[src/design/sdcs_pkg.sv]
// sdcs_pkg: constants, types and cycle arithmetic for the command-spacing checker
package sdcs_pkg;

    // clock rate of mclk, in picoseconds per cycle
    localparam int CLK_PERIOD_PS = 50000;

    // width of every spacing counter
    localparam int GAP_W = 8;
    localparam int NUM_BANKS = 8;

    // round a picosecond minimum up to whole cycles, never below one
    function automatic int sdcs_ps_to_cyc(input int ps);
        int cyc;
        cyc = (ps + CLK_PERIOD_PS - 1) / CLK_PERIOD_PS;
        return (cyc < 1) ? 1 : cyc;
    endfunction

    // larger of a clock-count term and a picosecond term
    function automatic int sdcs_mix_cyc(input int nck, input int ps);
        int t;
        t = sdcs_ps_to_cyc(ps);
        return (nck > t) ? nck : t;
    endfunction

    // timing figures as printed, in their own units
    localparam int TMRD_NCK = 4;
    localparam int TMOD_NCK = 12;
    localparam int TMOD_PS = 15000;
    localparam int TCCD_NCK = 4;
    localparam int TRTP_NCK = 4;
    localparam int TRTP_PS = 7500;
    localparam int TWTR_NCK = 4;
    localparam int TWTR_PS = 7500;
    localparam int TMPRR_NCK = 1;
    localparam int TRRD_NCK = 4;
    localparam int TRRD_10_PS = 10000;
    localparam int TRRD_7P5_PS = 7500;
    localparam int TRRD_6_PS = 6000;
    // precharge period, a plain default since no figure is fixed here
    localparam int TRP_PS = 15000;
    // write latency, read latency and burst length, plain defaults
    localparam int WR_LATENCY = 5;
    localparam int RD_LATENCY = 6;
    localparam int BURST_LEN = 8;
    localparam int RD_SPAN = RD_LATENCY + BURST_LEN / 2;

    // derived cycle counts
    localparam logic [GAP_W-1:0] TMRD_CYC = GAP_W'(TMRD_NCK);
    localparam logic [GAP_W-1:0] TMOD_CYC = GAP_W'(sdcs_mix_cyc(TMOD_NCK, TMOD_PS));
    localparam logic [GAP_W-1:0] TCCD_CYC = GAP_W'(TCCD_NCK);
    localparam logic [GAP_W-1:0] TRTP_CYC = GAP_W'(sdcs_mix_cyc(TRTP_NCK, TRTP_PS));
    localparam logic [GAP_W-1:0] TMPRR_CYC = GAP_W'(TMPRR_NCK);
    localparam logic [GAP_W-1:0] TRRD_10_CYC = GAP_W'(sdcs_mix_cyc(TRRD_NCK, TRRD_10_PS));
    localparam logic [GAP_W-1:0] TRRD_7P5_CYC = GAP_W'(sdcs_mix_cyc(TRRD_NCK, TRRD_7P5_PS));
    localparam logic [GAP_W-1:0] TRRD_6_CYC = GAP_W'(sdcs_mix_cyc(TRRD_NCK, TRRD_6_PS));
    localparam logic [GAP_W-1:0] TRP_CYC = GAP_W'(sdcs_ps_to_cyc(TRP_PS));
    // internal write starts after write latency plus the burst
    localparam logic [GAP_W-1:0] WR_BURST_CYC = GAP_W'(WR_LATENCY + BURST_LEN / 2);
    localparam logic [GAP_W-1:0] TWTR_LOAD =
        GAP_W'(WR_LATENCY + BURST_LEN / 2 + sdcs_mix_cyc(TWTR_NCK, TWTR_PS));

    // speed bin codes
    localparam logic [1:0] BIN_800 = 2'h0;
    localparam logic [1:0] BIN_1066 = 2'h1;

    // command codes on the command pins
    typedef enum logic [2:0] {
        SDCS_OP_NOP,
        SDCS_OP_MRS,
        SDCS_OP_MPR_EXIT,
        SDCS_OP_ACT,
        SDCS_OP_RD,
        SDCS_OP_WR,
        SDCS_OP_WRA,
        SDCS_OP_PRE
    } sdcs_op_type;

    // one command slot
    typedef struct packed {
        logic valid;
        sdcs_op_type op;
        logic [2:0] bank;
    } sdcs_cmd_type;

    // static configuration
    typedef struct packed {
        logic [1:0] speed_bin;
        logic page_2kb;
        logic [4:0] wr_recovery;
    } sdcs_cfg_type;

    // one-cycle violation flags
    typedef struct packed {
        logic mrd;
        logic mod;
        logic ccd;
        logic rtp;
        logic wtr;
        logic rrd;
        logic dal;
        logic mprr;
        logic wpre;
        logic wpst;
    } sdcs_viol_type;

    localparam sdcs_cmd_type CMD_IDLE = '0;
    localparam sdcs_cfg_type CFG_RESET = '0;
    localparam sdcs_viol_type VIOL_NONE = '0;

endpackage

[src/design/sdcs_gap_timer.sv]
// sdcs_gap_timer: down-counter that holds busy for one less than the loaded number of cycles
`timescale 1ns/100ps
module sdcs_gap_timer (
    input wire logic mclk,
    input wire logic sys_rst,
    input wire logic load,
    input wire logic [sdcs_pkg::GAP_W-1:0] load_val,
    output logic busy
);
    import sdcs_pkg::*;

    logic [GAP_W-1:0] count; // cycles left before the next command is legal

    // a load of n keeps busy for the n-1 cycles after the loading edge,
    // so a command exactly n cycles later is legal and is not flagged
    always_ff @(posedge mclk or posedge sys_rst) begin
        if (sys_rst) begin
            count <= '0;
        end else if (load) begin
            count <= load_val - GAP_W'(1);
        end else if (count != '0) begin
            count <= count - GAP_W'(1);
        end
    end

    assign busy = (count != '0);

endmodule

[src/design/sdcs_core.sv]
// sdcs_core: command-spacing checker and read-strobe framer of the memory
`timescale 1ns/100ps
// Function
// - auto-precharge recovery is WR plus ceil(tRP/tCK)
// - read strobe preamble before read data
// - read strobe has no postamble cycle after the last edge
// - read strobe driven from RL-1
// - read strobe released at RL+BL/2
module sdcs_core (
    input wire logic mclk,
    input wire logic sys_rst,
    input wire sdcs_pkg::sdcs_cmd_type cmd_pin,
    input wire sdcs_pkg::sdcs_cfg_type cfg_pin,
    input wire logic strobe_i,
    input wire logic wr_strobe_oe_i,
    output logic strobe_o,
    output logic strobe_oe,
    output logic rd_data_valid,
    output sdcs_pkg::sdcs_viol_type viol
);
    import sdcs_pkg::*;

    sdcs_cmd_type cmd_m; // first synchroniser stage, read only by cmd_q
    sdcs_cmd_type cmd_q; // command as seen by the checker
    sdcs_cfg_type cfg_m; // first stage of the static settings
    sdcs_cfg_type cfg_q; // settings as used by the counters
    logic [1:0] wstb_m; // first stage of strobe level and controller enable
    logic [1:0] wstb_q; // synchronised strobe level and enable
    logic [1:0] wstb_p1; // one cycle older
    logic wstb_p2_lvl; // strobe level two cycles older

    // pins arrive from the controller's domain, two flops before any use
    always_ff @(posedge mclk or posedge sys_rst) begin
        if (sys_rst) begin
            cmd_m <= CMD_IDLE;
            cmd_q <= CMD_IDLE;
        end else begin
            cmd_m <= cmd_pin;
            cmd_q <= cmd_m;
        end
    end

    // settings are static but still crossed, so a late change cannot glitch the loads
    always_ff @(posedge mclk or posedge sys_rst) begin
        if (sys_rst) begin
            cfg_m <= CFG_RESET;
            cfg_q <= CFG_RESET;
        end else begin
            cfg_m <= cfg_pin;
            cfg_q <= cfg_m;
        end
    end

    // write strobe sampling with a short history for edge checks
    always_ff @(posedge mclk or posedge sys_rst) begin
        if (sys_rst) begin
            wstb_m <= 2'h0;
            wstb_q <= 2'h0;
            wstb_p1 <= 2'h0;
            wstb_p2_lvl <= 1'b0;
        end else begin
            wstb_m <= {wr_strobe_oe_i, strobe_i};
            wstb_q <= wstb_m;
            wstb_p1 <= wstb_q;
            wstb_p2_lvl <= wstb_p1[0];
        end
    end

    // command decode
    logic is_mrs; // mode set or leaving MPR, both touch the mode registers
    logic is_mpr_exit;
    logic is_act;
    logic is_rd;
    logic is_wr; // plain write or write with auto-precharge
    logic is_wra;
    logic is_pre;
    logic is_any; // any command other than a no-op

    always_comb begin
        is_any = cmd_q.valid && (cmd_q.op != SDCS_OP_NOP);
        is_mpr_exit = cmd_q.valid && (cmd_q.op == SDCS_OP_MPR_EXIT);
        is_mrs = cmd_q.valid && ((cmd_q.op == SDCS_OP_MRS) || is_mpr_exit);
        is_act = cmd_q.valid && (cmd_q.op == SDCS_OP_ACT);
        is_rd = cmd_q.valid && (cmd_q.op == SDCS_OP_RD);
        is_wra = cmd_q.valid && (cmd_q.op == SDCS_OP_WRA);
        is_wr = is_wra || (cmd_q.valid && (cmd_q.op == SDCS_OP_WR));
        is_pre = cmd_q.valid && (cmd_q.op == SDCS_OP_PRE);
    end

    // activate spacing picked from speed bin and page size
    logic [GAP_W-1:0] rrd_cyc;

    always_comb begin
        rrd_cyc = TRRD_6_CYC;
        case (cfg_q.speed_bin)
            BIN_800: begin
                rrd_cyc = TRRD_10_CYC;
            end
            BIN_1066: begin
                rrd_cyc = cfg_q.page_2kb ? TRRD_10_CYC : TRRD_7P5_CYC;
            end
            default: begin
                rrd_cyc = cfg_q.page_2kb ? TRRD_7P5_CYC : TRRD_6_CYC;
            end
        endcase
    end

    // recovery plus precharge, counted from the end of the write burst
    logic [GAP_W-1:0] dal_cyc;
    logic [GAP_W-1:0] dal_load;

    always_comb begin
        dal_cyc = {3'h0, cfg_q.wr_recovery} + TRP_CYC;
        dal_load = dal_cyc + WR_BURST_CYC;
    end

    // shared spacing counters; mod, wtr and rrd are loaded with max() figures, the rest with plain clock counts
    logic mrd_busy;
    logic mod_busy;
    logic ccd_busy;
    logic wtr_busy;
    logic rrd_busy;
    logic mprr_busy;

    sdcs_gap_timer u_mrd (.mclk(mclk), .sys_rst(sys_rst), .load(is_mrs),
        .load_val(TMRD_CYC), .busy(mrd_busy));
    sdcs_gap_timer u_mod (.mclk(mclk), .sys_rst(sys_rst), .load(is_mrs),
        .load_val(TMOD_CYC), .busy(mod_busy));
    sdcs_gap_timer u_ccd (.mclk(mclk), .sys_rst(sys_rst), .load(is_rd || is_wr),
        .load_val(TCCD_CYC), .busy(ccd_busy));
    sdcs_gap_timer u_wtr (.mclk(mclk), .sys_rst(sys_rst), .load(is_wr),
        .load_val(TWTR_LOAD), .busy(wtr_busy));
    sdcs_gap_timer u_rrd (.mclk(mclk), .sys_rst(sys_rst), .load(is_act),
        .load_val(rrd_cyc), .busy(rrd_busy));
    sdcs_gap_timer u_mprr (.mclk(mclk), .sys_rst(sys_rst), .load(is_mpr_exit),
        .load_val(TMPRR_CYC), .busy(mprr_busy));

    // per-bank counters for read-to-precharge and auto-precharge recovery
    logic [NUM_BANKS-1:0] rtp_busy;
    logic [NUM_BANKS-1:0] dal_busy;

    for (genvar b = 0; b < NUM_BANKS; b++) begin : g_bank
        sdcs_gap_timer u_rtp (.mclk(mclk), .sys_rst(sys_rst),
            .load(is_rd && (cmd_q.bank == 3'(b))),
            .load_val(TRTP_CYC), .busy(rtp_busy[b]));
        sdcs_gap_timer u_dal (.mclk(mclk), .sys_rst(sys_rst),
            .load(is_wra && (cmd_q.bank == 3'(b))),
            .load_val(dal_load), .busy(dal_busy[b]));
    end

    // last activated bank; same-bank activates fall under a different limit
    logic [2:0] last_act_bank;

    always_ff @(posedge mclk or posedge sys_rst) begin
        if (sys_rst) begin
            last_act_bank <= 3'h0;
        end else if (is_act) begin
            last_act_bank <= cmd_q.bank;
        end
    end

    // spacing and strobe framing checks, one flag per limit
    sdcs_viol_type next_viol;

    always_comb begin
        next_viol = VIOL_NONE;
        next_viol.mrd = is_mrs && mrd_busy;
        next_viol.mod = is_any && !is_mrs && mod_busy;
        next_viol.ccd = (is_rd || is_wr) && ccd_busy;
        next_viol.rtp = is_pre && rtp_busy[cmd_q.bank];
        next_viol.wtr = is_rd && wtr_busy;
        // only different banks are policed here
        next_viol.rrd = is_act && rrd_busy && (cmd_q.bank != last_act_bank);
        next_viol.dal = is_act && dal_busy[cmd_q.bank];
        next_viol.mprr = is_any && mprr_busy;
        // enable rises with the strobe already high: no low preamble cycle
        next_viol.wpre = wstb_q[1] && !wstb_p1[1] && wstb_q[0];
        // enable drops right after a strobe edge: no postamble cycle
        next_viol.wpst = !wstb_q[1] && wstb_p1[1] && (wstb_p1[0] != wstb_p2_lvl);
    end

    // flags are one-cycle pulses, registered so the outputs come from flops
    always_ff @(posedge mclk or posedge sys_rst) begin
        if (sys_rst) begin
            viol <= VIOL_NONE;
        end else begin
            viol <= next_viol;
        end
    end

    // read history: bit i set means a read stands i+1 cycles before the output
    logic [RD_SPAN-1:0] rd_hist;
    logic [RD_SPAN-1:0] next_rd_hist;

    always_comb begin
        next_rd_hist = {rd_hist[RD_SPAN-2:0], is_rd};
    end

    always_ff @(posedge mclk or posedge sys_rst) begin
        if (sys_rst) begin
            rd_hist <= '0;
        end else begin
            rd_hist <= next_rd_hist;
        end
    end

    // strobe framing; overlapping reads at column spacing merge seamlessly
    logic next_strobe_o;
    logic next_strobe_oe;
    logic next_rd_valid;

    always_comb begin
        next_strobe_o = 1'b0;
        next_strobe_oe = 1'b0;
        next_rd_valid = 1'b0;
        for (int i = 0; i < RD_SPAN; i++) begin
            if (next_rd_hist[i]) begin
                // drive from RL-1 (preamble, low) to the cycle before RL+BL/2
                if ((i + 1 >= RD_LATENCY - 1) && (i + 1 < RD_SPAN)) begin
                    next_strobe_oe = 1'b1;
                end
                // data cycles toggle high then low, so the last cycle ends low
                if ((i + 1 >= RD_LATENCY) && (i + 1 < RD_SPAN)) begin
                    next_rd_valid = 1'b1;
                    if (((i + 1 - RD_LATENCY) % 2) == 0) begin
                        next_strobe_o = 1'b1;
                    end
                end
            end
        end
    end

    // strobe pin outputs straight from flops
    always_ff @(posedge mclk or posedge sys_rst) begin
        if (sys_rst) begin
            strobe_o <= 1'b0;
            strobe_oe <= 1'b0;
            rd_data_valid <= 1'b0;
        end else begin
            strobe_o <= next_strobe_o;
            strobe_oe <= next_strobe_oe;
            rd_data_valid <= next_rd_valid;
        end
    end

endmodule

[config.mk]
export PLATFORM = sky130hd
export DESIGN_NAME = sdcs_core
export DESIGN_NICKNAME = d
export VERILOG_FILES = /design/src/design/sdcs_pkg.sv /design/src/design/sdcs_gap_timer.sv /design/src/design/sdcs_core.sv
export SDC_FILE = /design/constraint.sdc
export NUM_CORES = 1
export LEC_CHECK = 0
export BUFFER_PORTS_ARGS = -buffer_cell sky130_fd_sc_hd__buf_2
export CAP_MARGIN = 5
export CORE_MARGIN = 4
export CORE_UTILIZATION = 56
export CTS_CLUSTER_SIZE = 8
export DETAILED_ROUTE_END_ITERATION = 10
export HOLD_SLACK_MARGIN = 0.12
export PLACE_DENSITY = 0.77
export SLEW_MARGIN = 20
export SYNTH_ARGS = -nofsm -noshare
export SYNTH_HDL_FRONTEND = slang
export SYNTH_SLANG_ARGS = --single-unit
[constraint.sdc]
create_clock -name mclk -period 7.15 [get_ports mclk]
set_input_delay 0.3575 -clock mclk [delete_from_list [all_inputs] [get_ports mclk]]
set_output_delay 0.3575 -clock mclk [all_outputs]
set_load 0.01 [all_outputs]
==> results of run 1 <==
synthesized netlist by cell type (all sizes together) (7+ instances only):
cell type | count | share of area (%)
a21oi | 60 | 2.7
clkbuf | 19 | 0.64
dfrtp | 231 | 52
ha | 39 | 4.4
inv | 61 | 2.0
mux2 | 8 | 0.80
mux2i | 15 | 1.3
nand2 | 132 | 4.4
nand2b | 20 | 1.1
nand3 | 27 | 1.2
nor2 | 166 | 5.6
nor2b | 8 | 0.45
nor3 | 40 | 1.9
nor3b | 14 | 0.94
nor4 | 18 | 1.0
o21ai | 52 | 2.3
o31ai | 7 | 0.47
or3 | 20 | 1.1
or4 | 25 | 1.7
xnor2 | 63 | 5.0
xor2 | 42 | 3.3
flip-flops by register name, summed over array words and instances, names as in the netlist:
name and count:
wstb_q 2, g_bank.u_dal.count 64, u_mod.count 8, u_ccd.count 8, g_bank.u_rtp.count 64, strobe_o 1, rd_hist 8, cmd_q 7
last_act_bank 3, rd_data_valid 1, wstb_p2_lvl 1, u_mrd.count 8, u_mprr.count 8, u_rrd.count 8, cmd_m 7, viol 10
cfg_m 5, wstb_m 2, wstb_p1 2, u_wtr.count 8, cfg_q 5, strobe_oe 1
area by class of cell:
| class | count | share of cell area [%] |
|---|---|---|
| clock buffer | 36 | 6.96 |
| multi-input combinational | 837 | 40.3 |
| timing repair buffer | 45 | 2.42 |
| sequential | 231 | 45.7 |
| clock inverter | 1 | 0.0693 |
| tap | 265 | 2.62 |
| inverter | 61 | 1.87 |
stage by stage:
| stage | worst slack, ps | hold slack (ps) | total power [W] | cell area, sq um |
|---|---|---|---|---|
| global route | 4740 | 352 | 0.00579 | 12600 |
| global placement | 4980 | 332 | 0.00385 | 11600 |
| finish | 4940 | 340 | 0.00534 | 12600 |
| detailed placement | 4950 | 335 | 0.00395 | 11600 |
| CTS | 4950 | 345 | 0.00538 | 12600 |
| floorplan | 460 | 331 | 0.00359 | 11200 |
cells by family after synthesis:
logic type	Yosys count	share of synthesized area [%]
xor gates and xnor gates	105	8.28
AOI/OAI and AO/OA	155	8.01
adders and majority gates	39	4.36
buffers and inverters	83	2.86
DFF	231	51.6
muxes	23	2.15
and+or+nand+nor	515	22.7
final timing paths:
path / start / to / cells past startpoint / slack, ps
setup / recovery: cmd_q[6]$_DFF_PP0_ / g_bank[4].u_dal.count[1]$_DFFE_PP0P_ / 4 / 4940
hold / removal: rd_hist[2]$_DFF_PP0_ / rd_hist[3]$_DFF_PP0_ / 0 / 340
setup reg to reg: cmd_q[6]$_DFF_PP0_ / g_bank[4].u_dal.count[1]$_DFFE_PP0P_ / 4 / 4940
hold reg to reg: rd_hist[2]$_DFF_PP0_ / rd_hist[3]$_DFF_PP0_ / 0 / 340
max in group asynchronous: sys_rst / g_bank[4].u_rtp.count[2]$_DFFE_PP0P_ / 4 / 5190
min in group asynchronous: sys_rst / wstb_p2_lvl$_DFF_PP0_ / 3 / 600
per-layer routing:
layer | part of all wire [%] | global-route usage, %
met1 | 46 | 27.8
met2 | 48 | 35.0
met3 | 4.0 | 3.48
met4 | 1.9 | 5.63
met5 | 0 | 0
cell usage in the layout (no fill, tap or decap), types with 6 or more instances in the layout:
| master | n |
|---|---|
| nand3_1 | 27 |
| clkbuf_16 | 35 |
| o211ai_1 | 6 |
| nor2b_1 | 8 |
| nand2b_1 | 20 |
| buf_2 | 28 |
| xnor2_1 | 62 |
| inv_1 | 56 |
| nor3b_1 | 14 |
| o21ai_0 | 11 |
| nor3_1 | 37 |
| and2_1 | 6 |
| a21oi_1 | 60 |
| nor4_1 | 18 |
| o31ai_1 | 7 |
| xor2_1 | 42 |
| o21ai_1 | 41 |
| mux2i_1 | 15 |
| or3_1 | 20 |
| dlygate4sd3_1 | 15 |
| nor2_1 | 166 |
| or4_1 | 25 |
| ha_1 | 39 |
| nand2_1 | 132 |
| dfrtp_1 | 231 |
power by group through the flow:
stage               clock network [W]  registers, W  logic (W)
floorplan                           0       0.00216    0.00143
global placement                    0       0.00224    0.00161
detailed placement                  0       0.00226    0.00169
CTS                           0.00141       0.00225    0.00172
global route                  0.00147       0.00233    0.00199
finish                        0.00137       0.00226    0.00170
repair_timing:
item | CTS | global route
setup endpoints to repair | 0 | 0
endpoints found under the hold margin | 127 | 0
hold buffers | 15 | 0
==> flow_summary.toml, run 1 <==
[yosys]
synth-main-ff-cell = "dfrtp_1"
syn_area_per_cell_sq_um = 9.73
synth_nets = 1209
ys_warn_count = 0
netlist_instances = 1151
synth.ff_latch_count = 231
syn_area_sq_mm = 0.0112
ys_seq_area_share_pct = 51.6
yosysUniqueCellTypes = 62
synthArstFlopShare_pct = 100
synth-edff-count = 0

[sta]
finalSetupViolCount = 0
drv_slew = 0
period_needed_ps = 2210
slew_headroom_pct = 32.5
fmax_ghz = 0.452
worst_pin_slew_ps = 1010
grt_setup_unrepaired = "no"
fin_skew_ps = 22.7
finalHoldViolCount = 0
setup_tns_ps = 0
fin_crit_sh_pct = 30.9

[cells_and_area]
fillers = 1555
register_area_sq_mm = 0.00578
final_cells = 1476
post-route-util_pct = 64.5
drive_above_1_share_pct = 6.77
nets = 1268
n_antenna_cell = 0
synthToLayoutAreaGrowth_pct = 12.9
multi_input_area_sq_mm = 0.00510

[routing]
drtPass1Iterations = 5
via_per_inst = 5.51
post_drt_wl_per_cell_um = 14.7
first_iter_violations = 543
drtAntennaViolNets = 0
num_vias = 8140
drc_errors = 0
drt-total-wl_um = 21700

[setup_path]
critPathLaunchType = "register"
path_buf_inv = 0
end_kind = "register"
cp_cell_sequence = "and3b_1 > nand3_1 > nor2_1 > mux2_2"
path_delay_family = "simple AND/OR/NAND/NOR gates"
cp_max_fo = 12
cp_slowest_cell = "nor2_1"
slowest_delay_ps = 670
required_ps = 7520
path_class = "register to register"
worstPathArrival_ps = 2580

[clocking]
postCtsSetupBuffers = 0
clk_path_buf_depth = 3
cts_sinks = 231
cts_tree = "yes"
cts_buffers = 34
cts-root-buf = "clkbuf_16"
clk_pin_slew_ps = 50
htree_num_levels = 2
post_cts_resized = 0
insertion_delay_ps = 500

[floorplan]
io_pins = 32
fp-row-count = 51
die_y_um = 149
die_area_sq_mm = 0.0223
fp.dieW_um = 149
initial_core_util_pct = 57.2
core_sq_mm = 0.0196

[flow_run]
cap_violations = 0

[grt]
grt_pass1_vias = 8214
grt_max_degree = 116
grt_pass1_wl_um = 38300
gr-total-overflow = 0
grt_use_total_pct = 20.7
antenna_found_initial = 0

[power_and_ir_drop]
p_int_w = 0.00347
combinationalPowerShare_pct = 31.9
p_leak_nw = 5.65
p_clk_share_pct = 25.7
swShare_pct = 34.9
power_density_mw_per_mm2 = 422
ir_drop_v = 0.000288
power_switching_w = 0.00186
pwr-share-seq_pct = 42.4

[placed_design]
dp.cells = 1424
gp_congestion = 0.847
hpwl_um = 14200
port_buffers = 28

[run_status]
outcome = "complete, no violations"

[worst_hold_path]
min_path_type = "register to register"
Power figures use the tool's default switching activity.
==> inputs of run 2 (changes only) <==
ABC_AREA = 1   (was default)
CORE_UTILIZATION = 57   (was 56)
PLACE_DENSITY = 0.78   (was 0.77)
clock period = 1.9 ns   (was 7.15 ns; I/O delays follow)
==> flow_summary.toml, run 2 <==
[cells_and_area]
final_common_cell = "inv_1"
multi_input_area_sq_mm = 0.00472
nets = 1508
top_regs = "g_bank.u_dal.count x64, g_bank.u_rtp.count x64, viol x10"
fillers = 1555
drive_above_1_share_pct = 7.79
post-route-util_pct = 66.7
register_area_sq_mm = 0.00578
design_area_sq_mm = 0.0131
mostFrequentLayoutCells = "inv_1 (233), dfrtp_1 (231), nand2_1 (224)"
n_antenna_cell = 0
synthToLayoutAreaGrowth_pct = 14.3

[grt]
grt_pass1_vias = 8896
grt_max_degree = 70
grt_pass1_wl_um = 39600
antenna_found_initial = 0
grt_use_total_pct = 21.2
gr-total-overflow = 0

[placed_design]
place_area_sq_mm = 0.0120
gp_congestion = 0.868
port_buffers = 28
hpwl_um = 15700
pre_cts_ws_ps = 198

[routing]
num_vias = 9019
drt-total-wl_um = 22700
first_iter_violations = 486
drtAntennaViolNets = 0
drc_errors = 0
via_per_inst = 5.26
post_drt_wl_per_cell_um = 13.3
drtPass1Iterations = 6

[clocking]
postCtsSetupBuffers = 0
cts_sinks = 231
clk_path_buf_depth = 3
htree_num_levels = 2
cts_buffers = 34
cts_tree = "yes"
clk_pin_slew_ps = 50
insertion_delay_ps = 490
cts-root-buf = "clkbuf_16"

[sta]
setup_tns_ps = 0
fin_skew_ps = 17.0
finalSetupViolCount = 0
worst_pin_slew_ps = 840
drv_slew = 0
finalWorstSetupSlack_ps = 146
slew_headroom_pct = 43.8
period_needed_ps = 1750
fmax_ghz = 0.570
fin_crit_sh_pct = 92.3
finalHoldViolCount = 0
grt_setup_unrepaired = "no"

[floorplan]
die_y_um = 150
initial_core_util_pct = 58.3
io_pins = 32
fp-row-count = 51
core_sq_mm = 0.0196
die_area_sq_mm = 0.0224
fp.dieW_um = 150

[setup_path]
cp_slowest_cell = "xor2_1"
required_ps = 2300
cp_max_fo = 8
path_depth = 4
critPathLaunchType = "register"
path_delay_family = "XOR/XNOR gates"
worstPathArrival_ps = 2150
slowest_delay_ps = 670
cp_cell_sequence = "ha_1 > xor2_1 > nand3_1 > o21ai_0"
rr_worst_depth = 4
path_buf_inv = 0
path_class = "register to register"
end_kind = "register"

[yosys]
synth.ff_latch_count = 231
syn_area_sq_mm = 0.0114
yosysUniqueCellTypes = 39
ys_seq_area_share_pct = 50.6
synthArstFlopShare_pct = 100
synth-main-ff-cell = "dfrtp_1"
synth_top_cell_by_area = "dfrtp_1"
synth-edff-count = 0
synth_most_common_cell = "inv_1"
syn_area_per_cell_sq_um = 8.40
synth_nets = 1418
netlist_instances = 1360
synthTopCellsByCount = "inv_1 (234), dfrtp_1 (231), nand2_1 (224), nor2_1 (168), o21ai_0 (94)"
ys_warn_count = 0
synth_top_area_share_pct = 50.6
synth_area_leaders = "dfrtp_1 (51%), inv_1 (7.7%), nand2_1 (7.4%)"

[worst_hold_path]
min_path_type = "input pin to register"
hold_depth = 2

[run_status]
outcome = "complete, no violations"

[power_and_ir_drop]
ir_drop_v = 0.000798
power_density_mw_per_mm2 = 1530
p_leak_nw = 6.67

[flow_run]
cap_violations = 0
## run 2: cell count changes after synthesis, sizes merged, moves of 19 or more
cell,change
clkbuf,-19
inv,+179
nand2,+104
nand2b,-20
nand3,+54
o21ai,+44
or3,-20
or4,-25
xnor2,-48
## run 2: final cells by class
cell class / instances / share of cell area [%]
Sequential cell: 231 / 44.3
Tap cell: 265 / 2.54
Inverter: 240 / 6.93
Clock inverter: 1 / 0.0670
Timing Repair Buffer: 57 / 3.31
Multi-Input combinational cell: 886 / 36.2
Clock buffer: 36 / 6.73
## run 2: report_power, final
group / switching (W) / total, W / internal [W]
Combinational: 0.00399 / 0.00669 / 0.00270
Sequential: 0.00126 / 0.00805 / 0.00679
Clock: 0.00196 / 0.00518 / 0.00322
## run 2: worst register-to-register path, cell delays in order (launching register included)
cell     delay, ps
dfrtp_1        450
ha_1           260
xor2_1         670
nand3_1        140
o21ai_0        140
## run 2: path summary, 6_finish.rpt
kind | startpoint | to | slack [ps]
max | cfg_q[0]$_DFF_PP0_ | g_bank[3].u_dal.count[2]$_DFFE_PP0P_ | 150
max reg2reg | cfg_q[0]$_DFF_PP0_ | g_bank[3].u_dal.count[2]$_DFFE_PP0P_ | 150
min | strobe_i | wstb_m[0]$_DFF_PP0_ | 240
min in group asynchronous | sys_rst | u_rrd.count[4]$_DFFE_PP0P_ | 330
max in group asynchronous | sys_rst | cmd_q[4]$_DFF_PP0_ | 1200
min reg2reg | wstb_m[0]$_DFF_PP0_ | wstb_q[0]$_DFF_PP0_ | 340
## run 2: cells by family after synthesis
logic type / after synthesis / share of synthesized area (%)
simple gates: 570 / 21.7
buf+inv: 243 / 8.04
flops: 231 / 50.6
compound gates: 207 / 10.0
xor+xnor: 70 / 5.37
fa+ha+maj: 39 / 4.27
## run 2: stage by stage
step           total power, W  instances  hold slack [ps]
2_1_floorplan          0.0132       1360              126
3_3_place_gp           0.0143       1664              203
3_5_place_dp           0.0147       1664              204
4_1_cts                0.0201       1716              221
5_1_grt                0.0217       1716              239
6_report               0.0199       1716              244
## run 2: routing by layer
layer	global-route usage, %	up-vias	part of all wire [%]
li1	-	4507	-
met1	27.6	4317	45
met2	35.9	143	48
met3	4.24	52	4.2
met4	7.14	0	2.6
met5	0	-	0
## run 2: timing repair
action	CTS	global route
resized for setup	0	0
hold buffers	15	0
endpoints found under the hold margin	245	0
==> inputs of run 3 (changes only) <==
==> constraint.sdc (replaced) <==
create_clock -name mclk -period 1.9 [get_ports mclk]
set_input_delay 0.19 -clock mclk [delete_from_list [all_inputs] [get_ports mclk]]
set_output_delay 0.19 -clock mclk [all_outputs]
set_load 0.01 [all_outputs]
==> flow_summary.toml, run 3 (synthesis results as in run 2) <==
[sta]
finalSetupViolCount = 0
slew_headroom_pct = 38.9
finalHoldWorstSlack_ps = 259
finalHoldViolCount = 0
fin_crit_sh_pct = 89.0
period_needed_ps = 1690
worst_pin_slew_ps = 913
fmax_ghz = 0.591
fin_skew_ps = 10.9
drv_slew = 0
grt_setup_unrepaired = "no"

[cells_and_area]
drive_above_1_share_pct = 7.79
n_antenna_cell = 0
mostFrequentLayoutCells = "inv_1 (233), dfrtp_1 (231), nand2_1 (224)"
fillers = 1556
nets = 1507
final_common_cell = "inv_1"
top_regs = "g_bank.u_dal.count x64, g_bank.u_rtp.count x64, viol x10"
synthToLayoutAreaGrowth_pct = 14.4
final_cells = 1715
register_area_sq_mm = 0.00578
post-route-util_pct = 66.7
multi_input_area_sq_mm = 0.00473

[clocking]
cts_sinks = 231
cts_tree = "yes"
htree_num_levels = 2
clk_path_buf_depth = 3
clk_pin_slew_ps = 50
cts_buffers = 34
postCtsSetupBuffers = 0
insertion_delay_ps = 490
cts-root-buf = "clkbuf_16"

[grt]
antenna_found_initial = 0
grt_pass1_wl_um = 40400
grt_max_degree = 78
grt_pass1_vias = 8856
gr-total-overflow = 0
grt_use_total_pct = 21.8

[routing]
num_vias = 9014
drtPass1Iterations = 5
first_iter_violations = 658
drtAntennaViolNets = 0
post_drt_wl_per_cell_um = 13.6
via_per_inst = 5.26
drc_errors = 0
drt-total-wl_um = 23400

[floorplan]
fp-row-count = 51
die_area_sq_mm = 0.0224
core_sq_mm = 0.0196
fp.dieW_um = 150
initial_core_util_pct = 58.3
io_pins = 32
die_y_um = 150

[power_and_ir_drop]
ir_drop_v = 0.000857
post-layout-total-power_w = 0.0200
power_density_mw_per_mm2 = 1530
p_leak_nw = 6.67

[run_status]
outcome = "complete, no violations"

[worst_hold_path]
min_path_type = "input pin to async pin"

[placed_design]
dp.cells = 1663
gp_congestion = 0.865
port_buffers = 28
hpwl_um = 15900

[setup_path]
worstPathArrival_ps = 2070
rr_worst_depth = 9
r2r-end = "viol[6]$_DFF_PP0_"
end_kind = "register"
timing.rr.start = "g_bank[7].u_rtp.count[0]$_DFFE_PP0P_"
required_ps = 2280
rrSetupSlack_ps = 210
path_class = "register to register"
critPathLaunchType = "register"
cp_max_fo = 7

[flow_run]
cap_violations = 0
## run 3: critical path: stages, from the launching register on
cell	delay (ps)
dfrtp_1	360
inv_1	180
ha_1	210
inv_1	40
nor2_1	90
nand4_1	290
nor2_1	180
nor2_1	80
nor2_1	100
nor2_1	60
## run 3: through the flow
step	area [sq um]	setup TNS (ps)	setup WS (ps)
2_1_floorplan	11400	-303060	-1310
3_3_place_gp	12000	0	310
3_5_place_dp	12000	0	223
4_1_cts	13100	0	219
5_1_grt	13100	0	6.86
6_report	13100	0	209
## run 3: repair_timing
item	CTS	global route
hold buffers	15	0
setup endpoints to repair	0	1
endpoints found under the hold margin	245	0
resized for setup	0	1
## run 3: power by group
part / internal, W / leakage [nW] / switching, W
registers: 0.00679 / 2.82 / 0.00126
logic: 0.00270 / 3.41 / 0.00403
clock network: 0.00323 / 0.437 / 0.00197
## run 3: area by class of cell
class / instances / share of cell area (%)
multi-input cells: 886 / 36.2
clock buffers: 36 / 6.73
clock inverters: 1 / 0.0670
inverters: 240 / 6.92
well taps: 265 / 2.54
repair buffers: 56 / 3.35
flip-flops and latches: 231 / 44.2
## run 3: how the worst max path moves through the flow
stage	from	end	slack [ps]	cells past startpoint
after floorplan	sys_rst	cfg_m[0]$_DFF_PP0_	-1310	1
after global placement	g_bank[1].u_dal.count[0]$_DFFE_PP0P_	g_bank[1].u_dal.count[0]$_DFFE_PP0P_	310	9
after detailed placement	g_bank[1].u_dal.count[0]$_DFFE_PP0P_	g_bank[1].u_dal.count[0]$_DFFE_PP0P_	220	9
after CTS	g_bank[7].u_rtp.count[0]$_DFFE_PP0P_	g_bank[7].u_rtp.count[0]$_DFFE_PP0P_	220	7
after global routing	g_bank[6].u_rtp.count[0]$_DFFE_PP0P_	g_bank[6].u_rtp.count[0]$_DFFE_PP0P_	7	7
final	g_bank[7].u_rtp.count[0]$_DFFE_PP0P_	viol[6]$_DFF_PP0_	210	9
## run 3: metal layers
metal,part of all wire [%],global-route usage [%]
met4,2.4,6.73
met1,44,28.8
met3,3.7,3.85
met5,0,0
met2,50,36.9
